<file path="src/bsio_pkg.sv">
// Shared constants, carrier types and helpers of the bus-shared I/O ports.
package bsio_pkg;

    // Width of the Avalon byte address; word index sits in bits 5:2.
    localparam int ADDR_W = 6;

    // Register indexes; the byte address is four times the index.
    localparam logic [3:0] IDX_A_DATA = 4'h0;
    localparam logic [3:0] IDX_B_DATA = 4'h1;
    localparam logic [3:0] IDX_A_DIR = 4'h2;
    localparam logic [3:0] IDX_B_DIR = 4'h4;
    localparam logic [3:0] IDX_B_FN = 4'h5;
    localparam logic [3:0] IDX_C_DATA = 4'h6;
    localparam logic [3:0] IDX_C_DIR = 4'h8;
    localparam logic [3:0] IDX_C_FN = 4'h9;

    // Reset values of the port registers.
    localparam logic [7:0] RST_A_LATCH = 8'h00;
    localparam logic [7:0] RST_B_LATCH = 8'h00;
    localparam logic [7:0] RST_C_LATCH = 8'hFF;
    localparam logic [7:0] RST_DIR = 8'h00;
    localparam logic [7:0] RST_FN = 8'h00;

    // Per-pin selection codes, function bit above direction bit.
    localparam logic [1:0] SEL_INPUT = 2'h0;
    localparam logic [1:0] SEL_OUTPUT = 2'h1;
    localparam logic [1:0] SEL_ALT0 = 2'h2;
    localparam logic [1:0] SEL_ALT1 = 2'h3;

    // Signals handed over by the external bus controller.
    typedef struct packed {
        logic access;       // An external area access is in progress.
        logic [23:0] addr;  // Full external address.
        logic [15:0] ad_out; // Multiplexed address/data to drive.
        logic ad_low_oe;    // Controller drives the low byte.
        logic ad_high_oe;   // Controller drives the high byte.
    } bsio_ext_bus_t;

    // Output level and drive enable of one eight-pin port.
    typedef struct packed {
        logic [7:0] out;
        logic [7:0] oe;
    } bsio_pins_t;

    // Complete state of the top module.
    typedef struct packed {
        logic [7:0] lat_a;
        logic [7:0] dir_a;
        logic [7:0] lat_b;
        logic [7:0] dir_b;
        logic [7:0] fn_b;
        logic [7:0] lat_c;
        logic [7:0] dir_c;
        logic [7:0] fn_c;
        logic waitrequest;
        logic [31:0] readdata;
        bsio_pins_t pins_a;
        bsio_pins_t pins_b;
        bsio_pins_t pins_c;
    } bsio_state_t;

    // Word index of a byte address.
    function automatic logic [3:0] bsio_reg_index(logic [ADDR_W-1:0] a);
        return a[5:2];
    endfunction : bsio_reg_index

    // A register access must be word aligned.
    function automatic logic bsio_aligned(logic [ADDR_W-1:0] a);
        return a[1:0] == 2'h0;
    endfunction : bsio_aligned

endpackage : bsio_pkg

</file>
<file path="src/bsio_sync.sv">
// Two-flop synchroniser for the pin levels.
module bsio_sync #(
    parameter int WIDTH = 24
) (
    input wire logic clock,
    input wire logic rstn,
    input wire logic [WIDTH-1:0] async_in,
    output logic [WIDTH-1:0] sync_out
);

    // Both stages; only the second stage is read outside this module.
    typedef struct packed {
        logic [WIDTH-1:0] meta;
        logic [WIDTH-1:0] sync;
    } bsio_sync_state_t;

    bsio_sync_state_t st;      // Registered stages.
    bsio_sync_state_t next_st; // Next value of the stages.

    // Shift the pins through the two stages.
    always_comb
    begin
        next_st = st;
        next_st.meta = async_in;
        next_st.sync = st.meta;
    end

    // Register the stages; reset takes constants only.
    always_ff @(posedge clock or negedge rstn)
    begin
        if (!rstn)
        begin
            st <= '0;
        end
        else
        begin
            st <= next_st;
        end
    end

    assign sync_out = st.sync;

endmodule : bsio_sync

</file>
<file path="src/bsio_pin_mux.sv">
// Per-pin selection of input, latch output or one of two bus functions.
module bsio_pin_mux (
    input wire logic [7:0] func,
    input wire logic [7:0] dir,
    input wire logic [7:0] latch,
    input wire logic [7:0] alt0_out,
    input wire logic [7:0] alt0_oe,
    input wire logic [7:0] alt1_out,
    input wire logic [7:0] alt1_oe,
    output logic [7:0] pin_out,
    output logic [7:0] pin_oe
);

    // Each pin picks its source from its own function and direction bit.
    always_comb
    begin
        pin_out = 8'h00;
        pin_oe = 8'h00;
        for (int i = 0; i < 8; i++)
        begin
            case ({func[i], dir[i]})
                bsio_pkg::SEL_INPUT:
                begin
                    // Input pins float so the outside can drive them.
                    pin_out[i] = 1'b0;
                    pin_oe[i] = 1'b0;
                end
                bsio_pkg::SEL_OUTPUT:
                begin
                    // Output pins show the latch.
                    pin_out[i] = latch[i];
                    pin_oe[i] = 1'b1;
                end
                bsio_pkg::SEL_ALT0:
                begin
                    pin_out[i] = alt0_out[i];
                    pin_oe[i] = alt0_oe[i];
                end
                bsio_pkg::SEL_ALT1:
                begin
                    pin_out[i] = alt1_out[i];
                    pin_oe[i] = alt1_oe[i];
                end
                default:
                begin
                    pin_out[i] = 1'b0;
                    pin_oe[i] = 1'b0;
                end
            endcase
        end
    end

endmodule : bsio_pin_mux

</file>
<file path="src/bsio_ports.sv">
// Three general-purpose ports shared with the external address/data bus.
//
// Notes on behaviour
// - First port: eight pins, one direction bit each.
// - Reset clears first port direction to inputs.
// - External access: first port carries address/data, direction cleared.
// - First latch undefined at reset; reads return pins.
// - Second port pins configured individually by two bits.
// - Reset clears second latch, direction, function.
// - Port two: input, output, muxed high, byte one.
// - Reset sets third latch ones, clears direction, function.
// - Third port: input, output, address byte zero, byte two.
// - Data reads return pins; writes load the latch.
//
// Register access over Avalon-MM was chosen for this implementation.
module bsio_ports (
    input wire logic clock,
    input wire logic rstn,
    // Avalon-MM slave.
    input wire logic [bsio_pkg::ADDR_W-1:0] address,
    input wire logic read,
    input wire logic write,
    input wire logic [31:0] writedata,
    input wire logic [3:0] byteenable,
    output logic [31:0] readdata,
    output logic waitrequest,
    // External bus controller, same clock.
    input wire bsio_pkg::bsio_ext_bus_t ext_bus,
    output logic [15:0] ext_data_in,
    // Pins, as level in, level out and drive enable.
    input wire logic [7:0] port_a_in,
    input wire logic [7:0] port_b_in,
    input wire logic [7:0] port_c_in,
    output bsio_pkg::bsio_pins_t port_a,
    output bsio_pkg::bsio_pins_t port_b,
    output bsio_pkg::bsio_pins_t port_c
);

    bsio_pkg::bsio_state_t st;      // All registered state.
    bsio_pkg::bsio_state_t next_st; // Next value of the state.

    logic [23:0] pins_sync;         // Synchronised pin levels, C:B:A.
    logic [3:0] reg_idx;            // Word index of the current access.
    logic reg_ok;                   // Access is word aligned.
    logic [7:0] read_byte;          // Value that a read would return.
    bsio_pkg::bsio_pins_t mux_a;    // Pin drive wanted by port A.
    bsio_pkg::bsio_pins_t mux_b;    // Pin drive wanted by port B.
    bsio_pkg::bsio_pins_t mux_c;    // Pin drive wanted by port C.
    logic [7:0] dir_a_eff;          // Port A direction as the pins see it.

    // Pins arrive from outside the clock domain and are synchronised first.
    bsio_sync #(
        .WIDTH(24)
    ) u_sync (
        .clock(clock),
        .rstn(rstn),
        .async_in({port_c_in, port_b_in, port_a_in}),
        .sync_out(pins_sync)
    );

    assign reg_idx = bsio_pkg::bsio_reg_index(address);
    assign reg_ok = bsio_pkg::bsio_aligned(address);

    // An external access hides the direction bits at once, before the
    // registered clear lands, so that no pin fights the bus.
    assign dir_a_eff = st.dir_a & ~{8{ext_bus.access}};

    // Port A: internal access gives input/output, external gives muxed low.
    bsio_pin_mux u_mux_a (
        .func({8{ext_bus.access}}),
        .dir(dir_a_eff),
        .latch(st.lat_a),
        .alt0_out(ext_bus.ad_out[7:0]),
        .alt0_oe({8{ext_bus.ad_low_oe}}),
        .alt1_out(8'h00),
        .alt1_oe(8'h00),
        .pin_out(mux_a.out),
        .pin_oe(mux_a.oe)
    );

    // Port B: muxed high byte or address byte one as bus functions.
    bsio_pin_mux u_mux_b (
        .func(st.fn_b),
        .dir(st.dir_b),
        .latch(st.lat_b),
        .alt0_out(ext_bus.ad_out[15:8]),
        .alt0_oe({8{ext_bus.ad_high_oe}}),
        .alt1_out(ext_bus.addr[15:8]),
        .alt1_oe(8'hFF),
        .pin_out(mux_b.out),
        .pin_oe(mux_b.oe)
    );

    // Port C: address byte zero or byte two. A function bit set while its
    // direction bit is still clear shows byte zero on that pin meanwhile.
    bsio_pin_mux u_mux_c (
        .func(st.fn_c),
        .dir(st.dir_c),
        .latch(st.lat_c),
        .alt0_out(ext_bus.addr[7:0]),
        .alt0_oe(8'hFF),
        .alt1_out(ext_bus.addr[23:16]),
        .alt1_oe(8'hFF),
        .pin_out(mux_c.out),
        .pin_oe(mux_c.oe)
    );

    // Read value for the addressed register. Data registers return the pin
    // levels, not the latch; write-only registers read as zero.
    always_comb
    begin
        read_byte = 8'h00;
        if (reg_ok)
        begin
            case (reg_idx)
                bsio_pkg::IDX_A_DATA: read_byte = pins_sync[7:0];
                bsio_pkg::IDX_B_DATA: read_byte = pins_sync[15:8];
                bsio_pkg::IDX_C_DATA: read_byte = pins_sync[23:16];
                default: read_byte = 8'h00;
            endcase
        end
    end

    // Next state: bus handshake, register writes, and pin drive.
    always_comb
    begin
        next_st = st;
        // Waitrequest drops for one cycle after each new request, so every
        // access takes two cycles and back-to-back accesses are allowed.
        next_st.waitrequest = !((read || write) && st.waitrequest);
        if (read && st.waitrequest)
        begin
            next_st.readdata = {24'h000000, read_byte};
        end
        // Writes take effect at the edge where waitrequest is seen low.
        // Unmapped or misaligned writes are dropped without error.
        if (write && !st.waitrequest && reg_ok && byteenable[0])
        begin
            case (reg_idx)
                bsio_pkg::IDX_A_DATA: next_st.lat_a = writedata[7:0];
                bsio_pkg::IDX_B_DATA: next_st.lat_b = writedata[7:0];
                bsio_pkg::IDX_C_DATA: next_st.lat_c = writedata[7:0];
                bsio_pkg::IDX_A_DIR: next_st.dir_a = writedata[7:0];
                bsio_pkg::IDX_B_DIR: next_st.dir_b = writedata[7:0];
                bsio_pkg::IDX_B_FN: next_st.fn_b = writedata[7:0];
                bsio_pkg::IDX_C_DIR: next_st.dir_c = writedata[7:0];
                bsio_pkg::IDX_C_FN: next_st.fn_c = writedata[7:0];
                default: next_st.lat_a = st.lat_a;
            endcase
        end
        // The bus clear is hardware's and overrides a software write.
        if (ext_bus.access)
        begin
            next_st.dir_a = bsio_pkg::RST_DIR;
        end
        // Pins are driven from flops; they follow the selection one cycle late.
        next_st.pins_a = mux_a;
        next_st.pins_b = mux_b;
        next_st.pins_c = mux_c;
    end

    // Register the state. The port A latch has no meaningful reset value;
    // it is given one only so the flops are never unknown.
    always_ff @(posedge clock or negedge rstn)
    begin
        if (!rstn)
        begin
            st <= '0;
            st.lat_a <= bsio_pkg::RST_A_LATCH;
            st.dir_a <= bsio_pkg::RST_DIR;
            st.lat_b <= bsio_pkg::RST_B_LATCH;
            st.dir_b <= bsio_pkg::RST_DIR;
            st.fn_b <= bsio_pkg::RST_FN;
            st.lat_c <= bsio_pkg::RST_C_LATCH;
            st.dir_c <= bsio_pkg::RST_DIR;
            st.fn_c <= bsio_pkg::RST_FN;
            st.waitrequest <= 1'b1;
        end
        else
        begin
            st <= next_st;
        end
    end

    // Outputs straight from flops.
    assign readdata = st.readdata;
    assign waitrequest = st.waitrequest;
    assign port_a = st.pins_a;
    assign port_b = st.pins_b;
    assign port_c = st.pins_c;
    assign ext_data_in = pins_sync[15:0];
endmodule : bsio_ports

</file>
<file path="config.mk">
export PLATFORM = sky130hd
export DESIGN_NAME = bsio_ports
export DESIGN_NICKNAME = d
export VERILOG_FILES = /design/src/bsio_pkg.sv /design/src/bsio_sync.sv /design/src/bsio_pin_mux.sv /design/src/bsio_ports.sv
export SDC_FILE = /design/constraint.sdc
export NUM_CORES = 1
export LEC_CHECK = 0
export ABC_AREA = 1
export BUFFER_PORTS_ARGS = -buffer_cell sky130_fd_sc_hd__clkbuf_2
export CORE_MARGIN = 2
export CORE_UTILIZATION = 40
export CTS_BUF_LIST = sky130_fd_sc_hd__clkbuf_8
export DETAILED_ROUTE_END_ITERATION = 7
export GPL_TIMING_DRIVEN = 1
export SYNTH_ARGS = -nofsm -noshare
export SYNTH_HDL_FRONTEND = slang
export SYNTH_SLANG_ARGS = --single-unit
export TNS_END_PERCENT = 1
</file>
<file path="constraint.sdc">
create_clock -name clock -period 1.7 [get_ports clock]
set_input_delay 0.17 -clock clock [delete_from_list [all_inputs] [get_ports clock]]
set_output_delay 0.17 -clock clock [all_outputs]
set_load 0.05 [all_outputs]
</file>
==> key figures <==
Run status
  • Status: completed

Synth
  • Synth top area share: 57.94%
  • Yosys top cell by area: dfrtp_1
  • Register bit total from synthesis: 169
  • Synth Cell Area: 0.006910 sq mm
  • Post-Syn Area per Cell: 9.858 sq um
  • Mapped Cells: 701
  • Post-synth cell types: 22
  • Ranking of synthesized cells by area: dfrtp_1 (58%), buf_4 (11%), nand2_1 (9.6%)
  • Yosys warning count: 0
  • Post-synthesis sequential area ratio: 61.36%

Worst setup path
  • Critical path endpoint category: register
  • Cell Chain, Critical Path: inv_1 -> nand2_1 -> nor2_4 -> nand3_1 -> nand2_1 -> nand2_1
  • Crit path top cell by count: nand2_1
  • Top delay family on crit path: simple AND/OR/NAND/NOR gates
  • Critical Path RT: 2.03 ns
  • Slowest cell delay on critical path: 0.40 ns
  • Critical path peak fanout: 9
  • Critical path type: register to register
  • Critical path arrival: 1.86 ns
  • CP max-delay cell: dfstp_2
  • Startpoint Class: register
  • Crit path buffers/inverters: 1

Global routing
  • Largest net degree at the start of global routing: 56
  • First-pass GRT wire length: 23200 um
  • Congestion Overflow GR: 0
  • Vias in the first global route: 4620
  • Gr usage total: 16.55%
  • Initial antenna violation count: 0

STA
  • Setup TNS: 0 ns
  • Rel. slew slack: 62.28%
  • Worst Skew: 0.008719 ns
  • Final setup fails: 0
  • Fin. max-slew vios: 0
  • Post-route clock period utilization: 90.10%
  • Final Hold Violating Endpoints: 0
  • Slew of the pin with the lowest slew margin: 0.5658 ns
  • Max Clk Rate: 652.9 MHz
  • Final setup margin: 0.1684 ns
  • Final min period: 1.532 ns
  • RSZ-0062 raised after global routing: false

Floorplan
  • # IOs: 210
  • Die W: 135.4 um
  • Core area: 0.01712 sq mm
  • DIE HEIGHT: 135.4 um
  • Initial Utilization: 40.37%
  • DIE AREA: 0.01834 sq mm
  • FP Rows: 48

Power
  • Switch share: 29.08%
  • Pleak: 0.004390 uW
  • Pwr dens: 977.9 mW/mm^2
  • Reg power frac: 52.7%
  • Peak VDD IR: 456.8 uV
  • NetSw: 2373 uW
  • Clock share of power: 34.3%
  • Combinational power share: 13.0%
  • Pint: 5786 uW

Place
  • Port bufs: 158
  • Gpl congestion: 0.7753
  • Half-perimeter wire length after placement: 10600 um
  • Place WS: 0.1892 ns

Route
  • Via count: 4857
  • TritonRoute pass-1 iters: 4
  • Drt wl/cell: 13.45 um
  • Vias per inst: 4.436
  • Number of DRC markers in iteration 0: 156
  • Antenna-violating nets left: 0
  • DRC: 0
  • Routed wire length: 14730 um

Finish
  • Commonest non-fill, non-tap cell in the layout: nand2_1
  • Syn-to-layout area delta: 20.73%
  • ANT cells: 0
  • Share of layout cells above drive strength 1: 26.44%
  • # fillers: 1594
  • Most frequent cells in the layout: nand2_1 (177), dfrtp_1 (160), clkbuf_2 (157)
  • Final #Nets: 970

Clocking
  • Resized Gates After CTS: 0
  • CTS Sinks: 169
  • CTS Buffer Depth: 2
  • Clk_lat worst skew: 0.44 ns
  • TritonCTS Buffers: 17
  • CTS Root Buffer Type: clkbuf_8
  • Worst-path clk slew: 0.09 ns
  • Hold buffers post-CTS: 52
  • CTS tree: done
  • Post-CTS setup buffers: 0
  • H-Tree Depth: 4

Run
  • Maxcap violations: 0

Min path
  • Hold WC Path Type: input port to register
synthesized netlist by cell type:
cell and number:
buf_2 9, nand3_2 3, buf_1 1, nor2_2 6
nand2_1 177, o21ai_1 16, buf_4 97, o21ai_0 57
nand2_2 4, buf_6 1, nor2_4 3, and2_1 1
inv_2 3, a21oi_2 1, nand3_1 66, a22o_1 8
dfstp_2 9, nand4_1 1, nor2_1 21, inv_1 56
dfrtp_1 160, conb_1 1
per-stage QoR:
| stage | std cells | instance area (sq um) | util (%) | hold slack (ns) | power [uW] |
|---|---|---|---|---|---|
| after floorplan | 724 | 6997 | - | -0.1256 | 5120 |
| after global placement | 1010 | 7420 | 43.35 | 0.1883 | 5344 |
| after detailed placement | 1010 | 7420 | 43.35 | 0.1857 | 5353 |
| after CTS | 1094 | 8333 | 48.68 | 0.00005673 | 8274 |
| after global routing | 1095 | 8343 | 48.74 | 0.01088 | 8555 |
| final | 1095 | 8343 | 48.74 | 0.03533 | 8158 |
worst min-delay path: cells and delay by family:
family          cells  cell delay (ns)
compound gates      2             0.19
buf+inv             1             0.08
cells by family (layout without fill, tap and decap cells):
| family | Yosys count | after routing | synth area share [%] |
|---|---|---|---|
| compound gates | 82 | 82 | 6.428 |
| buf+inv | 167 | 313 | 14.61 |
| flops | 169 | 169 | 61.36 |
| other cells | 1 | 24 | 0.05427 |
| simple gates | 282 | 282 | 17.55 |
state kept, by name, summed over array words and instances, names as in the netlist:
signal / flops
port_b: 16
waitrequest: 1
u_sync.next_st: 24
readdata: 8
st: 64
u_sync.sync_out: 24
port_a: 16
port_c: 16
cell type report:
cell class	instances	area (sq um)	area share, %
clock inverters	13	131.4	1.575
well taps	225	281.5	3.374
clock buffers	19	261.5	3.134
inverters	59	221.5	2.654
flip-flops and latches	169	4240	50.82
repair buffers	222	1460	17.50
multi-input cells	388	1747	20.94
final timing paths:
kind                       slack, ns                         start  cells past startpoint                             to
setup / recovery                0.17         waitrequest$_DFF_PN1_                      6             st[93]$_DFFE_PN0P_
setup reg to reg                0.17         waitrequest$_DFF_PN1_                      6             st[93]$_DFFE_PN0P_
hold reg to reg                 0.35  u_sync.next_st[11]$_DFF_PN0_                      0  u_sync.sync_out[11]$_DFF_PN0_
max in group asynchronous       0.82                          rstn                      3            st[104]$_DFFE_PN1P_
min in group asynchronous       0.28                          rstn                      2            st[138]$_DFFE_PN0P_
hold / removal                  0.04                   ext_bus[22]                      3           port_c[12]$_DFF_PN0_
layer usage:
metal	GRT usage (%)	vias up	part of all wire [%]
li1	-	2410	-
met1	20.77	2283	44
met2	27.58	152	49
met3	5.425	12	6.0
met4	4.572	0	1.0
met5	0	-	0
power groups by stage:
stage                     sequential [uW]  clock (uW)  combinational, uW
after CTS                            4300        2900               1070
after detailed placement             4380           0                970
after floorplan                      4360           0                761
after global placement               4380           0                965
final                                4300        2800               1060
after global routing                 4320        3080               1150
Note: power is estimated with default switching activity, not from simulation.
